<file path="config.mk">
export PLATFORM = sky130hd
export DESIGN_NAME = dosc_top
export DESIGN_NICKNAME = d
export VERILOG_FILES = /design/src/dosc_pkg.sv /design/src/dosc_outstage.sv /design/src/dosc_top.sv
export SDC_FILE = /design/constraint.sdc
export NUM_CORES = 1
export LEC_CHECK = 0
export ABC_CLOCK_PERIOD_IN_PS = 1700
export BUFFER_PORTS_ARGS = -buffer_cell sky130_fd_sc_hd__buf_2
export CORE_MARGIN = 2
export CORE_UTILIZATION = 45
export DETAILED_ROUTE_END_ITERATION = 8
export PLACE_DENSITY = 0.82
export SYNTH_ARGS = -nofsm -noshare
export SYNTH_HDL_FRONTEND = slang
export SYNTH_SLANG_ARGS = --single-unit
</file>
<file path="constraint.sdc">
create_clock -name CLK -period 1.7 [get_ports CLK]
set_clock_uncertainty 0.1 [all_clocks]
set_input_delay 0.085 -clock CLK [delete_from_list [all_inputs] [get_ports CLK]]
set_output_delay 0.085 -clock CLK [all_outputs]
set_load 0.02 [all_outputs]
</file>
<file path="src/dosc_pkg.sv">
// package: register map, field layout and reset values of the output-state control
package dosc_pkg;
   localparam logic [3:0] ADDR_CTRL = 4'h0;
   localparam logic [3:0] ADDR_DAC = 4'h4;
   localparam logic [3:0] ADDR_SWCTL = 4'h8;
   localparam logic [3:0] ADDR_STATUS = 4'hC;
   localparam int CTRL_FBSEL_BIT = 1;
   localparam int CTRL_HIZ_BIT = 2;
   localparam int CTRL_CLAMP_BIT = 3;
   localparam int CTRL_LIN_LSB = 6;
   localparam int SW_RESET_BIT = 2;
   localparam logic RST_HIZ = 1'b1;
   localparam logic RST_CLAMP = 1'b1;
   localparam logic RST_FBSEL = 1'b0;
   localparam logic [3:0] RST_LIN = 4'h0;
   localparam logic [17:0] RST_DAC = 18'h00000;
   localparam logic [1:0] RESP_OKAY = 2'h0;
   localparam logic [1:0] RESP_SLVERR = 2'h2;
   typedef enum logic [1:0] {OUT_NORMAL, OUT_HIZ, OUT_CLAMP} dosc_mode_t;
   typedef struct packed {
      logic hiz;
      logic clamp;
      logic fbsel;
      logic [3:0] lin;
   } dosc_ctrl_t;
   localparam dosc_ctrl_t RST_CTRL = '{hiz: RST_HIZ, clamp: RST_CLAMP, fbsel: RST_FBSEL,
                                       lin: RST_LIN};
   typedef struct packed {
      logic awvalid;
      logic [3:0] awaddr;
      logic wvalid;
      logic [31:0] wdata;
      logic [3:0] wstrb;
      logic bready;
      logic arvalid;
      logic [3:0] araddr;
      logic rready;
   } dosc_axi_req_t;
   typedef struct packed {
      logic awready;
      logic wready;
      logic bvalid;
      logic [1:0] bresp;
      logic arready;
      logic rvalid;
      logic [31:0] rdata;
      logic [1:0] rresp;
   } dosc_axi_rsp_t;
   function automatic dosc_mode_t dosc_decode(input logic hiz, input logic clamp);
      if (clamp) begin
         return OUT_CLAMP;
      end else if (hiz) begin
         return OUT_HIZ;
      end
      return OUT_NORMAL;
   endfunction
endpackage

</file>
<file path="src/dosc_outstage.sv">
// output stage: decodes control bits into registered analog switch controls
`timescale 1ns/100ps
module dosc_outstage
   import dosc_pkg::*;
(
   // clock and reset
   input wire logic clk,
   input wire logic ce,
   input wire logic rst_n,
   input wire logic soft_rst,
   // control
   input dosc_pkg::dosc_ctrl_t ctrl,
   // switch controls
   output dosc_pkg::dosc_mode_t mode,
   output logic core_hiz_ctl,
   output logic out_gnd_clamp_ctl,
   output logic ref_connect
);
   typedef struct packed {
      dosc_mode_t mode;
      logic hiz;
      logic clamp;
      logic refc;
   } dosc_os_state_t;
   dosc_os_state_t st_ff, nxt_st;
   localparam dosc_os_state_t RST_OS = '{mode: OUT_CLAMP, hiz: RST_HIZ | RST_CLAMP, clamp: RST_CLAMP,
                                         refc: 1'b0};

   always_comb begin
      nxt_st = st_ff;
      nxt_st.mode = dosc_decode(ctrl.hiz, ctrl.clamp);
      nxt_st.clamp = ctrl.clamp;
      nxt_st.hiz = ctrl.hiz | ctrl.clamp;
      nxt_st.refc = ~(ctrl.hiz | ctrl.clamp);
      if (soft_rst) begin
         nxt_st = RST_OS;
      end
   end

   always_ff @(posedge clk) begin
      if (!rst_n) begin
         st_ff <= RST_OS;
      end else if (ce) begin
         st_ff <= nxt_st;
      end
   end

   assign mode = st_ff.mode;
   assign core_hiz_ctl = st_ff.hiz;
   assign out_gnd_clamp_ctl = st_ff.clamp;
   assign ref_connect = st_ff.refc;
endmodule // dosc_outstage

</file>
<file path="src/dosc_top.sv">
// top: AXI4-Lite control register and output-state control of the converter
//
// Behaviour
// - Reset returns all registers to defaults.
// - Power-on: core high-impedance, output ground-clamped.
// - Power-on state holds until control written.
// - Normal mode with default code gives negative reference.
// - Clamp wins; else hiz; else normal.
// - Compensation resets to 0000.
// - Feedback select 1: parallel internal resistors.
// - Feedback select 0: gain-of-two arrangement.
// - High-impedance bit resets to one.
// - Software reset restores power-on state.
//
// Local design decisions: the AXI4-Lite interface to the registers and the placing of the registers.
`timescale 1ns/100ps
module dosc_top
   import dosc_pkg::*;
#(
   parameter int DAC_W = 18
) (
   // clock, enable, reset
   input wire logic CLK,
   input wire logic CE,
   input wire logic RESET_N,
   // axi4-lite slave
   input dosc_pkg::dosc_axi_req_t AXI_REQ,
   output dosc_pkg::dosc_axi_rsp_t AXI_RSP,
   // analog control
   output logic CORE_HIZ_CTL,
   output logic OUT_GND_CLAMP_CTL,
   output logic REF_CONNECT,
   output logic FEEDBACK_RES_SEL,
   output logic [3:0] LIN_COMP,
   output logic [DAC_W-1:0] DAC_CODE
);
   typedef struct packed {
      dosc_ctrl_t ctrl;
      logic [DAC_W-1:0] dac;
      logic soft_rst;
      logic aw_got;
      logic [3:0] awaddr;
      logic w_got;
      logic [31:0] wdata;
      logic [3:0] wstrb;
      dosc_axi_rsp_t rsp;
      logic fbsel;
      logic [3:0] lin;
      logic [DAC_W-1:0] dac_o;
   } dosc_state_t;

   dosc_state_t st_ff, nxt_st;
   dosc_mode_t mode;
   logic hiz_o, clamp_o, refc_o;
   logic do_write;
   logic [31:0] rd_word;

   ////////////////////////////////////////////////////////////////////////////
   // read mux
   always_comb begin
      rd_word = 32'h00000000;
      case (AXI_REQ.araddr)
         ADDR_CTRL: begin
            rd_word[CTRL_FBSEL_BIT] = st_ff.ctrl.fbsel;
            rd_word[CTRL_HIZ_BIT] = st_ff.ctrl.hiz;
            rd_word[CTRL_CLAMP_BIT] = st_ff.ctrl.clamp;
            rd_word[CTRL_LIN_LSB +: 4] = st_ff.ctrl.lin;
         end
         ADDR_DAC: begin
            rd_word[DAC_W-1:0] = st_ff.dac;
         end
         ADDR_STATUS: begin
            rd_word[1:0] = mode;
            rd_word[2] = refc_o;
         end
         default: begin
            rd_word = 32'h00000000;
         end
      endcase
   end

   assign do_write = st_ff.aw_got && st_ff.w_got && !st_ff.rsp.bvalid;

   ////////////////////////////////////////////////////////////////////////////
   // next state
   always_comb begin
      nxt_st = st_ff;
      nxt_st.soft_rst = 1'b0;
      nxt_st.rsp.awready = 1'b0;
      nxt_st.rsp.wready = 1'b0;
      nxt_st.rsp.arready = 1'b0;
      // accept address and data in either order
      if (AXI_REQ.awvalid && !st_ff.aw_got && !st_ff.rsp.awready) begin
         nxt_st.rsp.awready = 1'b1;
      end
      if (st_ff.rsp.awready) begin
         nxt_st.aw_got = 1'b1;
         nxt_st.awaddr = AXI_REQ.awaddr;
      end
      if (AXI_REQ.wvalid && !st_ff.w_got && !st_ff.rsp.wready) begin
         nxt_st.rsp.wready = 1'b1;
      end
      if (st_ff.rsp.wready) begin
         nxt_st.w_got = 1'b1;
         nxt_st.wdata = AXI_REQ.wdata;
         nxt_st.wstrb = AXI_REQ.wstrb;
      end
      if (do_write) begin
         nxt_st.aw_got = 1'b0;
         nxt_st.w_got = 1'b0;
         nxt_st.rsp.bvalid = 1'b1;
         nxt_st.rsp.bresp = RESP_OKAY;
         case (st_ff.awaddr)
            ADDR_CTRL: begin
               if (st_ff.wstrb[0]) begin
                  nxt_st.ctrl.fbsel = st_ff.wdata[CTRL_FBSEL_BIT];
                  nxt_st.ctrl.hiz = st_ff.wdata[CTRL_HIZ_BIT];
                  nxt_st.ctrl.clamp = st_ff.wdata[CTRL_CLAMP_BIT];
                  nxt_st.ctrl.lin[1:0] = st_ff.wdata[CTRL_LIN_LSB +: 2];
               end
               if (st_ff.wstrb[1]) begin
                  nxt_st.ctrl.lin[3:2] = st_ff.wdata[CTRL_LIN_LSB+2 +: 2];
               end
            end
            ADDR_DAC: begin
               nxt_st.dac = st_ff.wdata[DAC_W-1:0];
            end
            ADDR_SWCTL: begin
               nxt_st.soft_rst = st_ff.wstrb[0] & st_ff.wdata[SW_RESET_BIT];
            end
            ADDR_STATUS: begin
               nxt_st.rsp.bresp = RESP_SLVERR;
            end
            default: begin
               nxt_st.rsp.bresp = RESP_SLVERR;
            end
         endcase
      end
      if (st_ff.rsp.bvalid && AXI_REQ.bready) begin
         nxt_st.rsp.bvalid = 1'b0;
      end
      // read channel
      if (AXI_REQ.arvalid && !st_ff.rsp.arready && !st_ff.rsp.rvalid) begin
         nxt_st.rsp.arready = 1'b1;
         nxt_st.rsp.rvalid = 1'b1;
         nxt_st.rsp.rdata = rd_word;
         nxt_st.rsp.rresp = (AXI_REQ.araddr == ADDR_SWCTL) ? RESP_SLVERR : RESP_OKAY;
      end
      if (st_ff.rsp.rvalid && AXI_REQ.rready) begin
         nxt_st.rsp.rvalid = 1'b0;
      end
      // outputs follow completed writes
      nxt_st.fbsel = st_ff.ctrl.fbsel;
      nxt_st.lin = st_ff.ctrl.lin;
      nxt_st.dac_o = st_ff.dac;
      if (st_ff.soft_rst) begin
         nxt_st.ctrl = RST_CTRL;
         nxt_st.dac = RST_DAC;
         nxt_st.fbsel = RST_FBSEL;
         nxt_st.lin = RST_LIN;
         nxt_st.dac_o = RST_DAC;
      end
   end

   ////////////////////////////////////////////////////////////////////////////
   // state register
   always_ff @(posedge CLK) begin
      if (!RESET_N) begin
         st_ff <= '0;
         st_ff.ctrl <= RST_CTRL;
         st_ff.dac <= RST_DAC;
      end else if (CE) begin
         st_ff <= nxt_st;
      end
   end

   dosc_outstage dosc_outstage_i (
      .clk(CLK),
      .ce(CE),
      .rst_n(RESET_N),
      .soft_rst(st_ff.soft_rst),
      .ctrl(st_ff.ctrl),
      .mode(mode),
      .core_hiz_ctl(hiz_o),
      .out_gnd_clamp_ctl(clamp_o),
      .ref_connect(refc_o)
   );

   assign AXI_RSP = st_ff.rsp;
   assign CORE_HIZ_CTL = hiz_o;
   assign OUT_GND_CLAMP_CTL = clamp_o;
   assign REF_CONNECT = refc_o;
   assign FEEDBACK_RES_SEL = st_ff.fbsel;
   assign LIN_COMP = st_ff.lin;
   assign DAC_CODE = st_ff.dac_o;
endmodule // dosc_top

</file>
After elaboration in Yosys (flattened, before gate mapping)
Cells that the tools add are included.
{"block": "word_totals", "reg_bits": 123, "output_inout_bits": 67, "word_cells": 107}
{"block": "classes", "reduce_logical": 40, "n_mux": 32, "bitwise_logic": 3, "n_eq_ne": 5}
{"operator": "two-way mux 37 bit", "n": 1}
{"operator": "two-way mux 36 bit", "n": 1}
{"operator": "two-way mux 27 bit", "n": 1}
{"operator": "two-way mux 25 bit", "n": 1}
{"operator": "two-way mux 23 bit", "n": 1}
{"operator": "two-way mux 18 bit", "n": 1}
{"operator": "nonzero test 2 bit", "n": 9}
{"operator": "two-way mux 2 bit", "n": 8}
{"operator": "AND reduction 2 bit", "n": 8}
{"operator": "== test 4 bit (second input constant)", "n": 3}
{"operator": "logical AND 1 bit", "n": 10}
{"operator": "two-way mux 5 bit", "n": 2}
{"operator": "== test 4 x 3 -> 1 bit (second input constant)", "n": 2}
{"operator": "zero test 4 bit", "n": 2}
{"operator": "two-way mux 1 bit", "n": 8}
{"operator": "two-way mux 8 bit", "n": 1}
{"operator": "case mux 4 bit (2 select lines)", "n": 1}
{"operator": "AND reduction 4 bit", "n": 2}
{"operator": "zero test 1 bit", "n": 7}
{"operator": "two-way mux 7 bit", "n": 1}
{"operator": "two-way mux 3 bit", "n": 2}
{"operator": "case mux 2 bit (3 select lines)", "n": 1}
{"operator": "case mux 1 bit (2 select lines)", "n": 2}
{"operator": "AND reduction 3 bit", "n": 1}
{"operator": "4 further kinds", "n": 4}

Logic depth before layout (Yosys ltp)
{"block": "logic_depth", "depth_word": 5, "ltp_mapped": 6, "depth_no_buf": 4}

Hierarchy
A second synthesis with hierarchy kept.
{"block": "unflattened", "hier_cells": 522, "area_unflattened_um2": 4593.2}
{"module": "dosc_top", "area_each_um2": 4415.5, "seq_area_each_um2": 2001.9, "cells_per_inst": 506, "n_inst": 1}
{"module": "dosc_outstage", "area_each_um2": 177.7, "seq_area_each_um2": 80.1, "cells_per_inst": 16, "n_inst": 1}

Worst setup path before layout
OpenSTA, ideal clock, no wires.
{"block": "synth_timing", "path_type": "reg-to-reg", "startpoint": "register st_ff[104] (netlist name)", "endpoint": "register st_ff[130] (netlist name)", "required_time_ns": 1.478, "arrival_time_ns": 1.409, "path_stages_with_launch": 4, "path_buffers": 0, "setup_slack_ns": 0.069, "path_cell_list": "dfxtp_1 > or3_4 > or4_4 > o32a_1"}
{"block": "synth_between", "elab_chain_len": 3}
{"element": "start, declared", "line_no": "dosc_top.sv:52", "rtl": "dosc_state_t st_ff, nxt_st;"}
{"element": "start signal, assigned", "line_no": "dosc_top.sv:173", "rtl": "st_ff <= nxt_st;"}
{"element": "zero test 4 bit", "line_no": "dosc_top.sv:113", "rtl": "case (st_ff.awaddr)"}
{"element": "nonzero test 2 bit (no line)"}
{"element": "AND reduction 4 bit (no line)"}
No other way between the ends.
A chain may end at the register's enable or synchronous reset.

Final worst setup path
{"block": "layout_timing", "startpoint": "register st_ff[101] (netlist name)", "endpoint": "register st_ff[131] (netlist name)"}
{"block": "layout_between", "elab_chain_len": 3}
{"element": "zero test 4 bit", "line_no": "dosc_top.sv:113"}
{"element": "nonzero test 2 bit (no line)"}
{"element": "AND reduction 4 bit (no line)"}
No other way between the ends.

==> run_results.csv <==
group,metric,value,unit
logic_synthesis,synth_area_per_cell,8.88,µm²
logic_synthesis,synthTopCellsByArea,"sky130_fd_sc_hd__dfxtp_1 (49%), sky130_fd_sc_hd__buf_4 (12%), sky130_fd_sc_hd__a21oi_1 (6.7%), sky130_fd_sc_hd__a22o_1 (5.9%), sky130_fd_sc_hd__nand2_1 (5.9%)",
cts,postCtsSetupRepairBufs,0,
detailed_routing,route.detailed.vias_per_inst,5.23,
logic_synthesis,muxShareOfSynthArea,1.05,%
logic_synthesis,synth-seq-area-share,48.5,%
floorplanning,design.core.area,9240,µm²
logic_synthesis,fraction_of_the_mapped_netlist_area_in_adder_cells,0,%
detailed_routing,first_pass_iters,5,
final_layout,instances_no_fill,693,
place,dp_worst_setup_slack,-0.0689,ns
pwr,cellPowerDensity,851,nW/µm²
sta,actual_transition_at_the_worst_max_transition_pin,0.594,ns
detailed_routing,drt_first_iter_violations,355,
global_routing,wire_length_of_the_first_global_routing_pass,16000,µm
sta,grt_setup_unrepaired,"true",
final_layout,stdcell_area,5090,µm²
logic_synthesis,synth_largest_area_cell,"sky130_fd_sc_hd__dfxtp_1",
critical_path,cp-end-kind,"flop",
place,placed_cells,645,
logic_synthesis,combinational_family_with_the_most_area_after_synthesis,"simple AND/OR/NAND/NOR gates",
sta,fmax,591,MHz
cts,cts_made_buffers,9,
cts,cts_tree,"done",
sta,hold_violations,0,
logic_synthesis,synthArstFlopShare,0,%
logic_synthesis,synthesis.yosys.warnings,0,
status,outcome,"complete, no violations",
min_path,hp-class,"in2reg",
logic_synthesis,seq_cells_post_synth,104,
global_routing,via_count_of_the_first_global_routing_pass,3338,
logic_synthesis,ys_dominant_reg_cell,"sky130_fd_sc_hd__dfxtp_1",
cts,worst_skew_pair.late_latency,0.37,ns
global_routing,antenna_violations_before_repair,0,
cts,clk_root_buffer_cell,"sky130_fd_sc_hd__clkbuf_8",
floorplanning,floorplan.initialDensity,46.4,%
logic_synthesis,synth-simple-area-share,19.9,%
detailed_routing,drc,0,
final_layout,drive_above_1_share,25.2,%
critical_path,crit_required,1.85,ns
place,gpl.final_weighted_congestion,0.925,
critical_path,type_of_origin_of_the_critical_path,"flop",
cts,cts.reportedPaths.clkPinSlew,0.10,ns
global_routing,grt_start_max_net_pins,41,
sta,fin_setup_tns,0,ns
cts,cts.sinks,104,
sta,final.setup.worst_slack,0.00780,ns
critical_path,worst_ep_arrival_time,1.84,ns
detailed_routing,routed_wirelength,10400,µm
logic_synthesis,synth_xor_area_share,0,%
floorplanning,die_y,102,µm
critical_path,crit_path_max_fanout,5,
logic_synthesis,count_of_distinct_cell_types_in_the_synthesized_netlist,37,
floorplanning,core.rowCount,35,
final_layout,layout.cells.most_common,"sky130_fd_sc_hd__dfxtp_1",
cts,cts_max_level,3,
detailed_routing,dr_total_vias,3624,
sta,finalCritPeriodShare,99.5,%
cts,clockBufferDepth,2,
final_layout,layout_common_cells,"sky130_fd_sc_hd__dfxtp_1 (102), sky130_fd_sc_hd__buf_2 (86), sky130_fd_sc_hd__nand2_1 (67)",
pwr,vdd_drop_max,0.000429,V
job,max_cap_violations,0,
final_layout,area_growth,18.6,%
detailed_routing,drtAntennaViolNets,0,
sta,maxSlewHeadroom,60.2,%
place,placedInstanceArea,4530,µm²
logic_synthesis,synth_compound_area_share,16.5,%
final_layout,antenna_cells,0,
global_routing,grt-ovfl-total,0,
logic_synthesis,cells_after_synth,483,
place,dp_hpwl,7100,µm
sta,report.final.setup_viol,0,
sta,slew_violations,0,
pwr,leakagePower,0.00210,µW
detailed_routing,route.detailed.wl_per_inst,15.1,µm
logic_synthesis,netlist.area_leader.share,48.5,%
place,place.port_buffers,86,
sta,finalCriticalPeriod,1.69,ns
global_routing,grt.total_usage,19.9,%
floorplanning,die-width,102,µm
floorplanning,dieArea,10300,µm²
floorplanning,num_io_pins,119,
logic_synthesis,synth-edff-count,0,
final_layout,layout.nets,611,
logic_synthesis,synth_area,4290,µm²
critical_path,crit_path_category,"reg2reg",
[where the power goes]
part | total [µW] | internal (µW) | switching (µW)
registers | 2480 | 2460 | 23.3
logic | 358 | 151 | 207
clock network | 1490 | 594 | 894
[layer usage]
layer,share of wire [%],global-route usage (%),vias to the layer above
met5,0,0,-
met4,1.9,6.55,0
met3,6.1,4.83,18
met2,49,34.5,142
met1,43,24.1,1727
li1,-,-,1737
[metrics by stage]
| stage | total power [µW] | hold slack, ns | util [%] |
|---|---|---|---|
| 2_1_floorplan | 2740 | 0.121 | - |
| 3_3_place_gp | 2810 | 0.233 | 49.1 |
| 3_5_place_dp | 2820 | 0.236 | 49.1 |
| 4_1_cts | 4330 | 0.0117 | 54.6 |
| 5_1_grt | 4460 | 0.0651 | 55.1 |
| 6_report | 4330 | 0.0303 | 55.1 |
[layout make-up]
| class | count | area, µm² |
|---|---|---|
| fill | 824 | 4150 |
| clock inverter | 6 | 52.6 |
| clock buffer | 10 | 138 |
| timing repair buffer | 139 | 937 |
| sequential | 104 | 2080 |
| multi-input combinational | 301 | 1700 |
| inverter | 4 | 15.0 |
| tap | 129 | 161 |
[sequential cells by signal, summed over array words and instances, names as in the netlist]
signal	count
st_ff	52
AXI_RSP	25
DAC_CODE	18
LIN_COMP	4
dosc_outstage_i.mode	2
FEEDBACK_RES_SEL	1
dosc_outstage_i.core_hiz_ctl	1
dosc_outstage_i.ref_connect	1
[critical path, cell delays in order (launching register included)]
cell and delay, ns:
sky130_fd_sc_hd__dfxtp_2 0.35, sky130_fd_sc_hd__or3_4 0.43, sky130_fd_sc_hd__or4_4 0.53, sky130_fd_sc_hd__nor2_2 0.10, sky130_fd_sc_hd__a21oi_1 0.06
[worst paths after layout]
kind	from	end	slack, ns	cells past startpoint
setup / recovery	st_ff[101]	st_ff[131]	0.008	4
hold / removal	AXI_REQ[43]	AXI_RSP[39]	0.03	4
setup reg to reg	st_ff[101]	st_ff[131]	0.008	4
hold reg to reg	AXI_RSP[5]	AXI_RSP[5]	0.34	2
[cells by family (layout without fill, tap and decap cells)]
family / Yosys count / in the layout
muxes: 4 / 4
AOI/OAI and AO/OA: 108 / 108
other: 1 / 16
DFF: 104 / 104
buffers and inverters: 93 / 159
and+or+nand+nor: 173 / 173
[synth_stat cells, types with 2 or more instances]
master,count
sky130_fd_sc_hd__mux2_2,4
sky130_fd_sc_hd__clkbuf_1,20
sky130_fd_sc_hd__dfxtp_1,104
sky130_fd_sc_hd__nand4_1,2
sky130_fd_sc_hd__nor4_1,2
sky130_fd_sc_hd__nand2_1,67
sky130_fd_sc_hd__a22o_1,29
sky130_fd_sc_hd__a21oi_1,57
sky130_fd_sc_hd__nor3_1,3
sky130_fd_sc_hd__a22oi_1,9
sky130_fd_sc_hd__and3_1,2
sky130_fd_sc_hd__a32o_1,2
sky130_fd_sc_hd__nand3_1,28
sky130_fd_sc_hd__and4_1,3
sky130_fd_sc_hd__buf_2,2
sky130_fd_sc_hd__nor2b_1,7
sky130_fd_sc_hd__nor2_1,30
sky130_fd_sc_hd__buf_4,66
sky130_fd_sc_hd__nor4b_1,2
sky130_fd_sc_hd__o21ai_0,7
sky130_fd_sc_hd__nand2b_1,17
sky130_fd_sc_hd__inv_1,3
sky130_fd_sc_hd__nand4b_1,2
sky130_fd_sc_hd__and2_1,2
[timing repair]
item	4_1_cts	5_1_grt
setup endpoints to repair	15	39
resized for setup	2	10
hold buffers	32	0
hold endpoints to repair	37	0
pin swaps	0	4
No activity file was read; power rests on OpenSTA's default activity.
